===== src/rtl/ref_sel_consts.svh =====
// Purpose: offsets, field positions, reset values and tick figures of the reference input selector
// Assumes: register indices are word indices, byte address is four times the index
// Notes:   definitions only
`ifndef REF_SEL_CONSTS_SVH
`define REF_SEL_CONSTS_SVH

`define IDX_SRC_CTRL    8'h20
`define IDX_SEL_MODE    8'h21
`define IDX_HOLDOFF     8'h22
`define IDX_TICK_DIV    8'h23
`define IDX_STATUS      8'h28

`define BIT_SRC_INT     0
`define BIT_HO_DISABLE  1
`define BIT_INT_PICK    0
`define LSB_MODE        2
`define BIT_REVERT      4
`define LSB_TICK_DIV    6

`define RST_SRC_INT     1'h0
`define RST_HO_DISABLE  1'h1
`define RST_INT_PICK    1'h0
`define RST_MODE        2'h0
`define RST_REVERT      1'h0
`define RST_HOLDOFF     8'h80
`define RST_TICK_DIV    2'h2

`define TICK_BASE_LOG2  15
`define HTRANS_NONSEQ   2'h2

`endif


===== src/rtl/ref_sel_pkg.sv =====
// Purpose: shared types of the reference input selector
// Assumes: nothing
// Notes:   constants live in ref_sel_consts.svh
package ref_sel_pkg;

	typedef enum logic [1:0]
	{
		MODE_MANUAL     = 2'b00,
		MODE_AUTO       = 2'b01,
		MODE_SHORT_HOLD = 2'b10,
		MODE_AUTO_HOLD  = 2'b11
	} ref_mode_t;

	typedef enum logic [0:0]
	{
		ST_STEADY  = 1'b0,
		ST_HOLDOFF = 1'b1
	} auto_state_t;

endpackage


===== src/rtl/holdoff_tick_divider.sv =====
// Purpose: divides the clock by 2^(base+0/1/2) into one-cycle tick pulses
// Assumes: div_sel 11 behaves as 10
// Notes:   base is a parameter so simulation can shorten the tick
`timescale 1ns/1ns
`include "ref_sel_consts.svh"

module holdoff_tick_divider #(
	parameter int BASE_LOG2 = `TICK_BASE_LOG2
) (
	input  wire logic       clk_in,
	input  wire logic       rst_n_in,
	input  wire logic [1:0] div_sel_in,
	output logic            tick_out
);
	localparam int W = BASE_LOG2 + 2;

	initial
	begin
		if (BASE_LOG2 < 1 || BASE_LOG2 > 28)
			$error("holdoff_tick_divider: BASE_LOG2 out of range");
	end

	logic [W-1:0] cnt_q;
	logic [W-1:0] limit;

	always_comb
	begin
		limit = ({{(W-1){1'b0}}, 1'b1} << (BASE_LOG2 + ((div_sel_in == 2'h0) ? 0 : (div_sel_in == 2'h1) ? 1 : 2)))
			- {{(W-1){1'b0}}, 1'b1};
	end

	always_ff @(posedge clk_in)
	begin
		if (!rst_n_in)
			cnt_q <= '0;
		else if (cnt_q >= limit)
			cnt_q <= '0;
		else
			cnt_q <= cnt_q + {{(W-1){1'b0}}, 1'b1};
	end

	always_ff @(posedge clk_in)
	begin
		if (!rst_n_in)
			tick_out <= 1'b0;
		else
			tick_out <= (cnt_q >= limit);
	end
endmodule


===== src/rtl/holdoff_counter.sv =====
// Purpose: 8-bit hold-off down-counter stepped by the divided tick
// Assumes: start and stop come from the selector state machine
// Notes:   keeps reloading after each zero transition until stopped
`timescale 1ns/1ns

module holdoff_counter #(
	parameter int CNT_W = 8
) (
	input  wire logic             clk_in,
	input  wire logic             rst_n_in,
	input  wire logic             start_in,
	input  wire logic             stop_in,
	input  wire logic             tick_in,
	input  wire logic [CNT_W-1:0] setting_in,
	output logic      [CNT_W-1:0] count_out,
	output logic                  running_out,
	output logic                  zero_out
);
	initial
	begin
		if (CNT_W < 1)
			$error("holdoff_counter: CNT_W must be positive");
	end

	logic hit_zero;

	// a setting of zero expires on the first tick
	assign hit_zero = running_out && tick_in && (count_out <= {{(CNT_W-1){1'b0}}, 1'b1});

	always_ff @(posedge clk_in)
	begin
		if (!rst_n_in)
			running_out <= 1'b0;
		else if (stop_in)
			running_out <= 1'b0;
		else if (start_in)
			running_out <= 1'b1;
	end

	always_ff @(posedge clk_in)
	begin
		if (!rst_n_in)
			count_out <= '0;
		else if (start_in || hit_zero)
			count_out <= setting_in;
		else if (running_out && tick_in)
			count_out <= count_out - {{(CNT_W-1){1'b0}}, 1'b1};
	end

	always_ff @(posedge clk_in)
	begin
		if (!rst_n_in)
			zero_out <= 1'b0;
		else
			zero_out <= hit_zero && !stop_in;
	end
endmodule


===== src/rtl/reference_input_selector.sv =====
// Purpose: picks which of two reference inputs feeds the first PLL, with AHB-Lite registers
// Assumes: los_in and the select pin are synchronous to clk_in; the monitor clears los_in on revalidation
// Notes:   reads take one wait state, writes none; response is always OKAY
`timescale 1ns/1ns
`include "ref_sel_consts.svh"

module reference_input_selector #(
	parameter int       TICK_BASE_LOG2  = `TICK_BASE_LOG2,
	parameter bit [0:0] PREFERRED_INPUT = 1'b0
) (
	input  wire logic        clk_in,
	input  wire logic        rst_n_in,
	input  wire logic        hsel_in,
	input  wire logic [31:0] haddr_in,
	input  wire logic [1:0]  htrans_in,
	input  wire logic        hwrite_in,
	input  wire logic [2:0]  hsize_in,
	input  wire logic [31:0] hwdata_in,
	input  wire logic        hready_in,
	output logic             hreadyout_out,
	output logic             hresp_out,
	output logic [31:0]      hrdata_out,
	input  wire logic        external_reference_pick_pin_in,
	input  wire logic [1:0]  los_in,
	output logic             ref_select_out,
	output logic             holdover_out
);
	initial
	begin
		if (TICK_BASE_LOG2 < 1 || TICK_BASE_LOG2 > 28)
			$error("reference_input_selector: TICK_BASE_LOG2 out of range");
	end

	// software registers
	logic                   src_int_q;
	logic                   manual_holdover_disable_q;
	logic                   int_pick_q;
	ref_sel_pkg::ref_mode_t reference_selection_mode_q;
	logic                   revertive_switch_enable_q;
	logic [7:0]             holdoff_count_setting_q;
	logic [1:0]             holdoff_tick_divider_q;

	// bus state
	logic        wr_q;
	logic        rd_q;
	logic [31:0] addr_q;

	// selection state
	ref_sel_pkg::auto_state_t state_q;
	logic [1:0]               los_prev_q;
	logic                     auto_mode;
	logic                     manual_pick;
	logic                     other;
	logic                     revalidated;
	logic                     tick;
	logic                     cnt_start;
	logic                     cnt_stop;
	logic                     cnt_zero;
	logic                     cnt_running;
	logic [7:0]               cnt_value;
	logic                     addr_ok;

	function automatic logic reg_hit(input logic [31:0] addr, input logic [7:0] idx);
		reg_hit = (addr == {22'h000000, idx, 2'h0});
	endfunction

	assign hresp_out     = 1'b0;
	assign hreadyout_out = !rd_q;
	assign addr_ok       = hsel_in && hready_in && (htrans_in == `HTRANS_NONSEQ);

	always_ff @(posedge clk_in)
	begin
		if (!rst_n_in)
		begin
			wr_q   <= 1'b0;
			rd_q   <= 1'b0;
			addr_q <= 32'h00000000;
		end
		else if (addr_ok)
		begin
			wr_q   <= hwrite_in && (hsize_in == 3'h2);
			rd_q   <= !hwrite_in;
			addr_q <= haddr_in;
		end
		else
		begin
			wr_q <= 1'b0;
			rd_q <= 1'b0;
		end
	end

	// reads wait one cycle so a read right after a write sees the new value
	always_ff @(posedge clk_in)
	begin
		if (!rst_n_in)
			hrdata_out <= 32'h00000000;
		else if (rd_q)
		begin
			hrdata_out <= 32'h00000000;
			if (reg_hit(addr_q, `IDX_SRC_CTRL))
			begin
				hrdata_out[`BIT_SRC_INT]    <= src_int_q;
				hrdata_out[`BIT_HO_DISABLE] <= manual_holdover_disable_q;
			end
			if (reg_hit(addr_q, `IDX_SEL_MODE))
			begin
				hrdata_out[`BIT_INT_PICK]             <= int_pick_q;
				hrdata_out[`LSB_MODE+1:`LSB_MODE]     <= reference_selection_mode_q;
				hrdata_out[`BIT_REVERT]               <= revertive_switch_enable_q;
			end
			if (reg_hit(addr_q, `IDX_HOLDOFF))
				hrdata_out[7:0] <= holdoff_count_setting_q;
			if (reg_hit(addr_q, `IDX_TICK_DIV))
				hrdata_out[`LSB_TICK_DIV+1:`LSB_TICK_DIV] <= holdoff_tick_divider_q;
			if (reg_hit(addr_q, `IDX_STATUS))
				hrdata_out[15:0] <= {cnt_value, 2'h0, los_in, cnt_running, state_q, holdover_out, ref_select_out};
		end
	end

	always_ff @(posedge clk_in)
	begin
		if (!rst_n_in)
		begin
			src_int_q                  <= `RST_SRC_INT;
			manual_holdover_disable_q  <= `RST_HO_DISABLE;
			int_pick_q                 <= `RST_INT_PICK;
			reference_selection_mode_q <= ref_sel_pkg::ref_mode_t'(`RST_MODE);
			revertive_switch_enable_q  <= `RST_REVERT;
			holdoff_count_setting_q    <= `RST_HOLDOFF;
			holdoff_tick_divider_q     <= `RST_TICK_DIV;
		end
		else if (wr_q)
		begin
			if (reg_hit(addr_q, `IDX_SRC_CTRL))
			begin
				src_int_q                 <= hwdata_in[`BIT_SRC_INT];
				manual_holdover_disable_q <= hwdata_in[`BIT_HO_DISABLE];
			end
			if (reg_hit(addr_q, `IDX_SEL_MODE))
			begin
				int_pick_q                 <= hwdata_in[`BIT_INT_PICK];
				reference_selection_mode_q <= ref_sel_pkg::ref_mode_t'(hwdata_in[`LSB_MODE+1:`LSB_MODE]);
				revertive_switch_enable_q  <= hwdata_in[`BIT_REVERT];
			end
			if (reg_hit(addr_q, `IDX_HOLDOFF))
				holdoff_count_setting_q <= hwdata_in[7:0];
			if (reg_hit(addr_q, `IDX_TICK_DIV))
				holdoff_tick_divider_q <= hwdata_in[`LSB_TICK_DIV+1:`LSB_TICK_DIV];
		end
	end

	// automatic only when the mode field governs and its low bit is set
	assign auto_mode   = manual_holdover_disable_q && reference_selection_mode_q[0];
	assign manual_pick = src_int_q ? int_pick_q : external_reference_pick_pin_in;
	assign other       = !ref_select_out;
	assign revalidated = los_prev_q[other] && !los_in[other];

	always_ff @(posedge clk_in)
	begin
		if (!rst_n_in)
			los_prev_q <= 2'h0;
		else
			los_prev_q <= los_in;
	end

	holdoff_tick_divider #(
		.BASE_LOG2 (TICK_BASE_LOG2)
	) u_tick (
		.clk_in     (clk_in),
		.rst_n_in   (rst_n_in),
		.div_sel_in (holdoff_tick_divider_q),
		.tick_out   (tick)
	);

	// the counter stops as soon as the mode leaves automatic, so a late zero cannot switch
	holdoff_counter #(
		.CNT_W (8)
	) u_holdoff (
		.clk_in      (clk_in),
		.rst_n_in    (rst_n_in),
		.start_in    (cnt_start),
		.stop_in     (cnt_stop),
		.tick_in     (tick),
		.setting_in  (holdoff_count_setting_q),
		.count_out   (cnt_value),
		.running_out (cnt_running),
		.zero_out    (cnt_zero)
	);

	// hold-off ends when the selected input recovers or when expiry finds a usable target
	always_comb
	begin
		cnt_start = 1'b0;
		cnt_stop  = !auto_mode;
		unique case (state_q)
			ref_sel_pkg::ST_STEADY:
				cnt_start = auto_mode && los_in[ref_select_out];
			ref_sel_pkg::ST_HOLDOFF:
				if (!los_in[ref_select_out] || (cnt_zero && !los_in[other]))
					cnt_stop = 1'b1;
		endcase
	end

	always_ff @(posedge clk_in)
	begin
		if (!rst_n_in)
			state_q <= ref_sel_pkg::ST_STEADY;
		else if (cnt_start)
			state_q <= ref_sel_pkg::ST_HOLDOFF;
		else if (cnt_stop)
			state_q <= ref_sel_pkg::ST_STEADY;
	end

	// fail-over needs a loss-free target; otherwise the counter reloads and tries again
	always_ff @(posedge clk_in)
	begin
		if (!rst_n_in)
			ref_select_out <= 1'b0;
		else if (!auto_mode)
			ref_select_out <= manual_pick;
		else if (state_q == ref_sel_pkg::ST_HOLDOFF)
		begin
			if (cnt_zero && !los_in[other])
				ref_select_out <= other;
		end
		else if (revertive_switch_enable_q && revalidated && other == PREFERRED_INPUT && !cnt_start)
			ref_select_out <= other;
	end

	// manual holdover lasts until the new input is free of loss
	always_ff @(posedge clk_in)
	begin
		if (!rst_n_in)
			holdover_out <= 1'b0;
		else if (!manual_holdover_disable_q)
		begin
			if (manual_pick != ref_select_out)
				holdover_out <= 1'b1;
			else if (!los_in[ref_select_out])
				holdover_out <= 1'b0;
		end
		else
		begin
			unique case (reference_selection_mode_q)
				ref_sel_pkg::MODE_MANUAL,
				ref_sel_pkg::MODE_AUTO:
					holdover_out <= 1'b0;
				ref_sel_pkg::MODE_SHORT_HOLD:
					holdover_out <= los_in[manual_pick];
				ref_sel_pkg::MODE_AUTO_HOLD:
					holdover_out <= cnt_start || (state_q == ref_sel_pkg::ST_HOLDOFF && !cnt_stop);
			endcase
		end
	end
endmodule


===== config.mk =====
export PLATFORM = sky130hd
export DESIGN_NAME = reference_input_selector
export DESIGN_NICKNAME = d
export VERILOG_FILES = /design/src/rtl/ref_sel_pkg.sv /design/src/rtl/holdoff_tick_divider.sv /design/src/rtl/holdoff_counter.sv /design/src/rtl/reference_input_selector.sv
export VERILOG_INCLUDE_DIRS = /design/src /design/src/rtl
export SDC_FILE = /design/constraint.sdc
export NUM_CORES = 1
export LEC_CHECK = 0
export ABC_AREA = 1
export BUFFER_PORTS_ARGS = -buffer_cell sky130_fd_sc_hd__buf_4
export CORE_ASPECT_RATIO = 1.4
export CORE_MARGIN = 2
export CORE_UTILIZATION = 45
export DETAILED_ROUTE_END_ITERATION = 12
export GPL_TIMING_DRIVEN = 1
export PLACE_DENSITY = 0.7
export SYNTH_ARGS = -nofsm -noshare
export SYNTH_HDL_FRONTEND = slang
export SYNTH_SLANG_ARGS = --single-unit

===== constraint.sdc =====
create_clock -name clk_in -period 3.1 [get_ports clk_in]
set_input_delay 0.31 -clock clk_in [delete_from_list [all_inputs] [get_ports clk_in]]
set_output_delay 0.31 -clock clk_in [all_outputs]
set_load 0.01 [all_outputs]

==> metrics.md, run 1 <==
| Metric | Value |
|---|---|
| Diode count | 0 |
| CTS buffer count | 9 |
| # resized after CTS | 0 |
| DRC Markers | 0 |
| CTS Root Cell | clkbuf_16 |
| WS Path Type | reg2reg |
| Ys Warns | 0 |
| Slew headroom | 0.596 |
| Total Neg Setup Slack | 0 ns |
| # fillers | 1052 |
| Critical path required time | 3.33 ns |
| Post-CTS Setup Repair Bufs | 0 |
| Ys async rst share | 0 |
| Boundary pin count | 113 |
| Initial antenna violation count | 0 |
| Initial Utilization | 0.456 |
| Crit path DAT | 2.21 ns |
| CTS tree | yes |
| Leak pwr | 2.55 nW |
| Post-synth EDFFs | 0 |
| Detailed placement HPWL | 7.86 mm |
| Die Y | 128 um |
| Switching share of total power | 0.226 |
| Mapped Area | 0.00491 mm2 |
| Yosys top cell area share | 0.400 |
| Synthesized flop and latch total | 98 |
| Dominant cell by count in the synthesized netlist | dfxtp_1 |
| H-tree Lvls | 3 |
| Clock sink count | 98 |
| Max-cap violations | 0 |
| Clk network pwr share | 0.442 |
| Yosys cell types | 40 |
| Internal power | 2.07 mW |
| CTS hold repair buffers | 0 |
| Final setup fails | 0 |
| Worst-Skew Late Latency | 0.34 ns |
| Remaining antenna violation count after routing | 0 |
| Combinational fraction of design power | 0.075 |
| DRT Wirelength | 10.6 mm |
| Layout Skew | 0.00666 ns |
| Final worst slack | 1.12 ns |
| Detailed router's first-iteration violation count | 204 |
| CP endpoint kind | flip-flop |
| Post-Place Setup Slack | 1.08 ns |
| Gate Count Post-Synth | 647 |
| Worst-margin pin slew | 0.605 ns |
| Max Clk Rate | 504 MHz |
| Fin crit share | 0.640 |
| WL/cell | 12.3 um |
| Power per cell area | 460 mW/mm2 |
| Post-synth top flop | dfxtp_1 |
| Global-route wire length before repair | 18.1 mm |
| Clock Path Buffers | 2 |
| CP startpoint kind | flip-flop |
| GPL Wtd Cong | 0.882 |
| Number of global-route vias before repair | 4057 |
| Synth cell count leaders | dfxtp_1, nand2_1, inv_1 |
| DR vias/cell | 4.98 |
| Die width | 92.3 um |
| Final net count | 806 |
| DR pass1 iterations | 5 |
| Hold Vio Cnt, Final | 0 |
| CP Max Fanout | 21 |
| Die Area | 0.0118 mm2 |
| Status | finished, final reports clean |
| Hold Crit Class | in2reg |
| Core area | 0.0108 mm2 |
| Sequential share of the synthesized area | 0.400 |
| PortBufs | 71 |
| Share of layout cells above drive strength 1 | 0.198 |
| Final Power | 2.68 mW |
| Net switching power | 604 uW |
| Area Overhead vs Synth | 18.4% |
| Leading area contributor after synthesis | dfxtp_1 |
| Row cnt | 45 |
| GRT Util Overall | 0.191 |
| Final Critical Period | 1.98 ns |
| Max VDD drop | 0.000394 V |
| Top cells by area, synth | dfxtp_1, nand2_1, inv_1 |
| Seq pwr share | 0.483 |
| RSZ-0062 raised after global routing | false |
| Overflow after GRT | 0 |
| Final Max Tran Viols | 0 |
| DR vias | 4297 |
| Largest net degree at the start of global routing | 58 |
| Post-Syn Area per Cell | 7.59 um2 |
| Worst-path clk slew | 0.06 ns |
-- per-layer routing --
metal | GRT usage | share of wire
met5 | 0 | 0
met1 | 0.210 | 0.40
met2 | 0.348 | 0.51
met3 | 0.0407 | 0.060
met4 | 0.0878 | 0.030
-- path summary, 6_finish.rpt --
check | to | slack (ns) | cells past startpoint | startpoint
setup / recovery | holdoff_count_setting_q[6] | 1.12 | 10 | addr_q[20]
hold / removal | rd_q | 0.15 | 2 | hwrite_in
setup reg to reg | holdoff_count_setting_q[6] | 1.12 | 10 | addr_q[20]
hold reg to reg | addr_q[10] | 0.45 | 2 | addr_q[10]
-- cells by family after synthesis --
| kind of cell | Yosys count | synth area share |
|---|---|---|
| adders and majority gates | 13 | 0.0331 |
| DFF | 98 | 0.400 |
| and+or+nand+nor | 252 | 0.251 |
| xor gates and xnor gates | 17 | 0.0303 |
| AOI/OAI and AO/OA | 139 | 0.168 |
| other | 1 | 0.000764 |
| buffers and inverters | 126 | 0.115 |
| muxes | 1 | 0.00204 |
-- final cells by class --
class / instances / area, um2 / area share
clock inverter: 3 / 45.0 / 0.00775
clock buffer: 13 / 280 / 0.0482
inverter: 87 / 327 / 0.0562
sequential: 98 / 1960 / 0.338
timing repair buffer: 74 / 556 / 0.0956
tap: 141 / 176 / 0.0304
multi-input combinational: 446 / 2470 / 0.424
-- sequential cells by signal, indices dropped and copies added, names as in the netlist --
name and flops:
revertive_switch_enable_q 1, u_tick.cnt_q 17, holdover_out 1, int_pick_q 1
src_int_q 1, u_holdoff.count_out 8, holdoff_count_setting_q 8, u_holdoff.zero_out 1
rd_q 1, ref_select_out 1, los_prev_q 1, manual_holdover_disable_q 1
hrdata_out 16, reference_selection_mode_q 2, wr_q 1, holdoff_tick_divider_q 2
u_holdoff.running_out 1, addr_q 32, u_tick.tick_out 1, state_q 1
-- power by group through the flow --
| stage | clock network [mW] | registers (mW) | logic, mW |
|---|---|---|---|
| 6_report | 1.18 | 1.29 | 0.201 |
| 3_5_place_dp | 0 | 1.32 | 0.201 |
| 5_1_grt | 1.27 | 1.29 | 0.226 |
| 4_1_cts | 1.21 | 1.29 | 0.201 |
| 3_3_place_gp | 0 | 1.32 | 0.197 |
| 2_1_floorplan | 0 | 1.32 | 0.144 |
-- critical path: stages, from the launching register on --
cell and delay (ns):
dfxtp_1 0.30, inv_1 0.06, nand2_1 0.05, nor2_1 0.10, nand2_1 0.09, nor2_4 0.45, nand2_4 0.13, nor2_4 0.27
inv_1 0.17, o21ai_0 0.17, a21oi_1 0.05
-- stage by stage --
stage          hold WS (ns)  cells   util  area [um2]
2_1_floorplan         0.389    670      -        4990
3_3_place_gp          0.440    846  0.510        5490
3_5_place_dp          0.444    846  0.510        5490
4_1_cts               0.137    862  0.540        5810
5_1_grt               0.156    862  0.540        5810
6_report              0.146    862  0.540        5810
-- placed cells by master, fill, tap and decap left out, types with 2 or more instances in the layout --
cell type / n
a31oi_1: 2
nor2_4: 9
nor2_1: 73
clkbuf_8: 4
inv_2: 5
nand2_2: 5
inv_1: 81
a211oi_2: 7
a21oi_1: 41
nand4_1: 7
conb_1: 24
o21bai_1: 5
ha_1: 13
dfxtp_1: 98
nand2_4: 3
o211ai_1: 8
and3_1: 2
nor3_1: 7
xnor2_1: 7
clkbuf_16: 9
a21oi_2: 4
o21ai_0: 59
nand3_2: 4
nand3_1: 41
clkinvlp_4: 2
nor2_2: 12
o21ai_1: 3
buf_4: 74
a211oi_1: 9
xor2_1: 10
nand2_1: 84
Power figures use the tool's default switching activity.
==> run 2: changes to the inputs <==
--- a/config.mk
+++ b/config.mk
@@ -6,14 +6,14 @@
 export SDC_FILE = /design/constraint.sdc
 export NUM_CORES = 1
 export LEC_CHECK = 0
-export ABC_AREA = 1
+export ABC_AREA = 0
 export BUFFER_PORTS_ARGS = -buffer_cell sky130_fd_sc_hd__buf_4
 export CORE_ASPECT_RATIO = 1.4
 export CORE_MARGIN = 2
 export CORE_UTILIZATION = 45
 export DETAILED_ROUTE_END_ITERATION = 12
 export GPL_TIMING_DRIVEN = 1
-export PLACE_DENSITY = 0.7
+export PLACE_DENSITY = 0.73
 export SYNTH_ARGS = -nofsm -noshare
 export SYNTH_HDL_FRONTEND = slang
 export SYNTH_SLANG_ARGS = --single-unit
==> constraint.sdc (replaced) <==
create_clock -name clk_in -period 1.7 [get_ports clk_in]
set_input_delay 0.17 -clock clk_in [delete_from_list [all_inputs] [get_ports clk_in]]
set_output_delay 0.17 -clock clk_in [all_outputs]
set_load 0.01 [all_outputs]
==> run 2 against run 1 <==
Net effect:
- the flow now finishes with violations (negative setup slack)
- flip-flop and latch count is the same
- via count grew 0.19%
- final area grew 5.3%
- largest cell class unchanged
- critical path depth shrank 5
- highest routed layer unchanged
- sequential power grew 81%
- register-to-register slack lost 1.2 ns
- final cell count shrank 7.1%
- setup slack lost 1.2 ns
- count of clock-buffer cells in the layout shrank 3
- total power grew 77%
==> metrics.md, run 2 <==
| Metric | Value |
|---|---|
| Mapped Area | 0.00452 mm2 (-8.0%) |
| Clock Path Buffers | 2 (unchanged) |
| CP startpoint kind | flip-flop |
| Synth cell count leaders | nand2_1, dfxtp_1, a21oi_1 |
| Hold path startpoint | haddr_in[15] |
| Die Area | 0.0109 mm2 (-7.7%) |
| Final worst slack | -0.132 ns (-1.25 ns) |
| WS Path Type | reg2reg |
| Commonest non-fill, non-tap cell in the layout | nand2_1 |
| Post-synthesis compound-gate area fraction | 0.137 (-0.0312) |
| DRT Wirelength | 12.2 mm (+15%) |
| Worst-path clk slew | 0.07 ns (about the same) |
| RSZ-0062 raised after global routing | true |
| Initial antenna violation count | 0 (unchanged) |
| Remaining antenna violation count after routing | 0 (unchanged) |
| CP Max Fanout | 2 (-90%) |
| DR pass1 iterations | 5 (unchanged) |
| Diode count | 0 (unchanged) |
| Detailed placement HPWL | 8.66 mm (+10%) |
| Ys async rst share | 0 (unchanged) |
| Share of layout cells above drive strength 1 | 0.294 (+0.0960) |
| Yosys top cell area share | 0.434 (+0.0345) |
| Critical path required time | 1.99 ns (-1.34 ns) |
| Fin crit share | 1.08 (+0.438) |
| Power per cell area | 774 mW/mm2 (+68%) |
| DR vias | 4305 (+0.19%) |
| Die width | 88.7 um (-3.9%) |
| GRT Util Overall | 0.223 (+0.0317) |
| Largest family of logic cells by synthesized area | simple AND/OR/NAND/NOR gates |
| Fin cells | 801 (-7.1%) |
| Max incr delay on CP | 0.49 ns (+0.04 ns) |
| Global-route wire length before repair | 18.9 mm (+4.4%) |
| Post-synthesis mux area share | 0.0537 (+0.0517) |
| CTS tree | yes |
| FF-to-FF Start | addr_q[23] |
| Most frequent cells in the layout | nand2_1, buf_4, dfxtp_1 |
| WL/cell | 15.2 um (+24%) |
| Status | complete, but fails checks |
| Boundary pin count | 113 (unchanged) |
| CP endpoint kind | flip-flop |
| Row cnt | 43 (-4.4%) |
| CTS buffer count | 9 (unchanged) |
| Max-cap violations | 0 (unchanged) |
| Post-synthesis xor/xnor area fraction | 0.0310 (+0.000682) |
| Hold Crit Class | in2reg |
| Ys Warns | 0 (unchanged) |
| Regs by FF count | addr_q: 32 flops, u_tick.cnt_q: 17 flops, hrdata_out: 16 flops |
| Final setup fails | 19 (+19) |
| Worst-margin pin slew | 0.644 ns (+0.0388 ns) |
| Synthesized flop and latch total | 98 (unchanged) |
| Max Clk Rate | 546 MHz (+8.2%) |
| Slew headroom | 0.569 (-0.0270) |
| Crit path cell chain | nor4_2 > nand4_1 > or3_4 > or4b_4 > o21ai_1 |
| GPL Wtd Cong | 0.890 (+0.95%) |
| Final Critical Period | 1.83 ns (-0.150 ns) |
| Post-synth top flop | dfxtp_1 |
| Dominant cell by count in the synthesized netlist | nand2_1 |
| Violated checks | negative setup slack |
| Crit path DAT | 2.12 ns (-0.09 ns) |
| DRC Markers | 0 (unchanged) |
| Final Power | 4.74 mW (+77%) |
| Final net count | 751 (-6.8%) |
| Overflow after GRT | 0 (unchanged) |
| Leading area contributor after synthesis | dfxtp_1 |
| Post-synth EDFFs | 0 (unchanged) |
| PortBufs | 71 (unchanged) |
| Synth Area in Adders | 0.0360 (+0.00286) |
| CTS Root Cell | clkbuf_16 |
| Hold Vio Cnt, Final | 0 (unchanged) |
| Largest net degree at the start of global routing | 35 (-40%) |
| Core area | 0.00985 mm2 (-8.4%) |
| Initial Utilization | 0.459 (+0.00246) |
| Reg2Reg Setup Slack | -0.13 ns (-1.25 ns) |
| Leak pwr | 2.51 nW (-1.3%) |
| Critical Path Source | addr_q[23] |
| H-tree Lvls | 3 (unchanged) |
| Placed Cells | 779 (-7.9%) |
| Largest reg by FF count | addr_q |
| Slowest CP cell | or4b_4 |
| Worst-Skew Late Latency | 0.35 ns (about the same) |
| Area Overhead vs Synth | 35.5% |
| Sequential share of the synthesized area | 0.434 (+0.0345) |
| DR vias/cell | 5.37 (+7.8%) |
| Die Y | 123 um (-3.9%) |
| Yosys cell types | 55 (+38%) |
| Detailed router's first-iteration violation count | 254 (+25%) |
| Gate Count Post-Synth | 551 (-15%) |
| Clock sink count | 98 (unchanged) |
| Max reg flops | 32 (unchanged) |
| Post-Syn Area per Cell | 8.20 um2 (+8.1%) |
| Post-Synth Simple-Gate Area | 0.251 (+0.000349) |
| Min Hold Slack | 0.0616 ns (-0.0840 ns) |
| Final Max Tran Viols | 0 (unchanged) |
| Top cells by area, synth | dfxtp_1, nand2_1, a21oi_1 |
| Number of global-route vias before repair | 4120 (+1.6%) |
| Layout Skew | 0.0104 ns (+0.00373 ns) |
| Max VDD drop | 0.000501 V (+27%) |
-- run 2: cell types whose count changed after synthesis, moves of 12 or more --
cell,previous run,this run
inv_1,81,7
mux2i_1,1,22
nand2_1,84,128
nand3_1,41,20
nor2_1,73,41
nor2_2,12,0
o21ai_0,59,9
-- run 2: through the flow --
step	instance area (um2)	worst slack (ns)	util	setup TNS, ns
3_3_place_gp	5400	-0.225	0.549	-5.44
3_5_place_dp	5400	-0.223	0.549	-5.67
2_1_floorplan	4620	-0.0606	-	-0.191
6_report	6120	-0.132	0.622	-1.03
5_1_grt	6120	-0.206	0.622	-3.61
4_1_cts	5910	-0.153	0.600	-1.05
-- run 2: logic make-up (layout without fill, tap and decap cells) --
logic type               after synthesis  after routing
adder cells (fa/ha/maj)               13             13
XOR/XNOR                              16             16
buffers and inverters                 50            142
multiplexers                          24             24
flip-flops                            98             98
other                                  1             24
AO/OA/AOI/OAI                        101            101
AND/OR/NAND/NOR                      248            248
-- run 2: worst max-delay path: cells and delay by family (launching register included) --
family,cells,cell delay [ns]
compound gates,1,0.13
flops,1,0.33
simple gates,4,1.31
-- run 2: area by class of cell --
class	instances	area, um2
sequential	98	1980
inverter	8	30.0
clock buffer	10	229
multi-input combinational	426	2700
clock inverter	6	67.6
fill	827	3720
timing repair buffer	118	950
tap	135	169
-- run 2: repair_timing --
action                     in CTS  in global routing
hold buffers                    1                  0
buffers inserted                3                  2
hold endpoints to repair        1                  0
setup endpoints to repair      40                 58
cloned                          0                  0
resized for setup              36                 51
pin swaps                      13                 12
-- run 2: path summary, 6_finish.rpt --
check             cells past startpoint       endpoint
hold reg to reg                       2  hrdata_out[2]
setup reg to reg                      5  hrdata_out[7]
setup / recovery                      5  hrdata_out[7]
hold / removal                        3     addr_q[15]
-- run 2: routing by layer --
metal,up-vias,GRT usage,part of all wire
li1,2087,-,-
met1,2028,0.250,0.37
met2,148,0.396,0.53
met3,42,0.0424,0.055
met4,0,0.105,0.040
met5,-,0,0
-- run 2: power breakdown --
group	internal (mW)	switching [mW]	total, mW
sequential	2.32	0.0203	2.34
combinational	0.165	0.179	0.343
clock	1.14	0.908	2.05
total	3.63	1.11	4.74
==> run 3: changes to the inputs <==
--- a/config.mk
+++ b/config.mk
@@ -10,10 +10,11 @@
 export BUFFER_PORTS_ARGS = -buffer_cell sky130_fd_sc_hd__buf_4
 export CORE_ASPECT_RATIO = 1.4
 export CORE_MARGIN = 2
-export CORE_UTILIZATION = 45
+export CORE_UTILIZATION = 48
 export DETAILED_ROUTE_END_ITERATION = 12
 export GPL_TIMING_DRIVEN = 1
-export PLACE_DENSITY = 0.73
+export PLACE_DENSITY = 0.77
+export RECOVER_POWER = 50
 export SYNTH_ARGS = -nofsm -noshare
 export SYNTH_HDL_FRONTEND = slang
 export SYNTH_SLANG_ARGS = --single-unit
==> run 3 against run 2 <==
Net effect:
- the flow still finishes with violations (negative setup slack)
- first-iteration DRC count is 32% higher
- flip-flop and latch count stayed put
- non-clock buffer count is 2 higher
- final cell count is 3.2% lower
- utilization is 5.4 points higher
- final area is 0.31% higher
- via count is 1.8% higher
==> metrics.md, run 3 (synthesized netlist as in run 2, its figures left out) <==
| Metric | Value |
|---|---|
| CTS buffer count | 9 (unchanged) |
| CTS Root Cell | clkbuf_16 |
| Layout Cell Area excl Fill | 0.00614 mm2 (+0.31%) |
| Reg2Reg Setup Slack | -0.18 ns (-0.05 ns) |
| Max Clk Rate | 531 MHz (-2.7%) |
| Initial antenna violation count | 0 (unchanged) |
| Status | complete, but fails checks |
| GR peak layer | met2 |
| Number of global-route vias before repair | 4239 (+2.9%) |
| PortBufs | 71 (unchanged) |
| Row cnt | 41 (-4.7%) |
| Seq pwr share | 0.472 (-0.022) |
| Crit path DAT | 2.17 ns (+0.05 ns) |
| Fin crit share | 1.11 (+0.0298) |
| Max reg flops | 32 (unchanged) |
| Max incr delay on CP | 0.49 ns (about the same) |
| Hold Crit Class | in2reg |
| DRC Markers | 0 (unchanged) |
| Layout Skew | 0.00768 ns (-0.00271 ns) |
| CP startpoint kind | flip-flop |
| Commonest non-fill, non-tap cell in the layout | nand2_1 |
| DR pass1 iterations | 5 (unchanged) |
| Boundary pin count | 113 (unchanged) |
| Area Overhead vs Synth | 35.9% |
| Detailed placement HPWL | 8.57 mm (-1.1%) |
| CP Max Fanout | 2 (unchanged) |
| Diode count | 0 (unchanged) |
| WS Path Type | reg2reg |
| Clock sink count | 98 (unchanged) |
| Overflow after GRT | 0 (unchanged) |
| Final net count | 753 (+0.27%) |
| DR vias/cell | 5.65 (+5.2%) |
| Most frequent cells in the layout | nand2_1, buf_4, dfxtp_1 |
| CTS tree | yes |
| Final worst slack | -0.183 ns (-0.0507 ns) |
| Final setup fails | 39 (+20) |
| Power per cell area | 808 mW/mm2 (+4.5%) |
| Hold Path Depth | 3 (unchanged) |
| Leak pwr | 2.52 nW (+0.41%) |
| Regs by FF count | addr_q: 32 flops, u_tick.cnt_q: 17 flops, hrdata_out: 16 flops |
| Finished Core Util | 0.676 (+0.0545) |
| DRT Wirelength | 12.6 mm (+3.8%) |
| Largest reg by FF count | addr_q |
| Slowest CP cell | or4b_4 |
| Worst-Skew Late Latency | 0.35 ns (about the same) |
| Worst r2r path cells | 5 (unchanged) |
| Net switching power | 1.07 mW (-3.4%) |
| Initial Utilization | 0.498 (+0.0387) |
| Worst-path clk slew | 0.07 ns (about the same) |
| Grt met3 use | 0.0440 (+0.00163) |
| Crit path cell chain | nor4_2 > nand4_1 > or3_4 > or4b_4 > o21ai_1 |
| Max-cap violations | 0 (unchanged) |
| Detailed router's first-iteration violation count | 335 (+32%) |
| Violated checks | negative setup slack |
| Max VDD drop | 0.000761 V (+52%) |
| Placed inst area | 0.00536 mm2 (-0.70%) |
| Final Max Tran Viols | 0 (unchanged) |
| Final Critical Period | 1.88 ns (+0.0507 ns) |
| Critical path required time | 1.98 ns (about the same) |
| RSZ-0062 raised after global routing | true |
| CP endpoint kind | flip-flop |
| Largest net degree at the start of global routing | 35 (unchanged) |
| Core area | 0.00908 mm2 (-7.8%) |
| Die width | 86.0 um (-3.0%) |
| Switching share of total power | 0.215 (-0.0184) |
| Clock Path Buffers | 2 (unchanged) |
| Remaining antenna violation count after routing | 0 (unchanged) |
| Worst-margin pin slew | 1.18 ns (+0.540 ns) |
| GPL Wtd Cong | 0.892 (+0.22%) |
| Slew headroom | 0.211 (-0.358) |
| DR vias | 4381 (+1.8%) |
| WL/cell | 16.3 um (+7.3%) |
| Die Y | 119 um (-3.1%) |
| Routing usage on met2 | 0.432 (+0.0352) |
| Internal power | 3.89 mW (+7.3%) |
| GRT Util Overall | 0.237 (+0.0143) |
| Min Hold Slack | 0.0685 ns (+0.00691 ns) |
| Share of layout cells above drive strength 1 | 0.281 (-0.0129) |
| Hold Vio Cnt, Final | 0 (unchanged) |
| Combinational fraction of design power | 0.070 (-0.003) |
| Clk network pwr share | 0.458 (+0.025) |
| GR met1 Demand/Resource | 0.259 (+0.00909) |
| Die Area | 0.0102 mm2 (-6.0%) |
| H-tree Lvls | 3 (unchanged) |
| Global-route wire length before repair | 19.4 mm (+2.7%) |
[run 3: worst paths after layout]
path                       from             to
setup / recovery     addr_q[30]  hrdata_out[6]
hold / removal     haddr_in[12]     addr_q[12]
setup reg to reg     addr_q[30]  hrdata_out[6]
hold reg to reg   hrdata_out[1]  hrdata_out[1]
[run 3: worst max-delay path, delay by kind of cell (launching register included)]
family           cells  cell delay, ns
AND/OR/NAND/NOR      4            1.36
flip-flops           1            0.32
AO/OA/AOI/OAI        1            0.14
[run 3: metrics by stage]
step	std cells	power [mW]	TNS [ns]	setup WS, ns
floorplan	574	2.56	-0.191	-0.0606
global placement	749	2.69	-2.96	-0.204
detailed placement	749	2.70	-3.90	-0.236
CTS	769	4.96	-1.96	-0.190
global route	775	5.12	-5.13	-0.241
finish	775	4.96	-2.03	-0.183
[run 3: power by group through the flow]
stage,Clock (mW),Sequential (mW),Combinational [mW]
4_1_cts,2.30,2.34,0.319
6_report,2.28,2.34,0.346
2_1_floorplan,0,2.38,0.175
5_1_grt,2.40,2.34,0.375
3_3_place_gp,0,2.39,0.301
3_5_place_dp,0,2.39,0.308
[run 3: repair_timing]
item | in CTS | in global routing
pin swaps | 10 | 18
setup buffers | 3 | 4
endpoints found under the hold margin | 1 | 0
hold buffers | 1 | 0
endpoints found under the setup margin | 37 | 56
cloned | 0 | 2
gates resized for setup | 31 | 56
[run 3: area by class of cell]
class                      instances  area (um2)
sequential                        98        1980
tap                              107         134
multi-input combinational        426        2720
timing repair buffer             120         938
clock buffer                      12         267
clock inverter                     4        72.6
fill                             694        2940
inverter                           8        30.0
[run 3: metal layers]
metal | routed length [um] | up-vias
li1 | - | 2096
met4 | 386 | 0
met3 | 580 | 33
met1 | 4790 | 2090
met5 | 0 | -
met2 | 6880 | 162
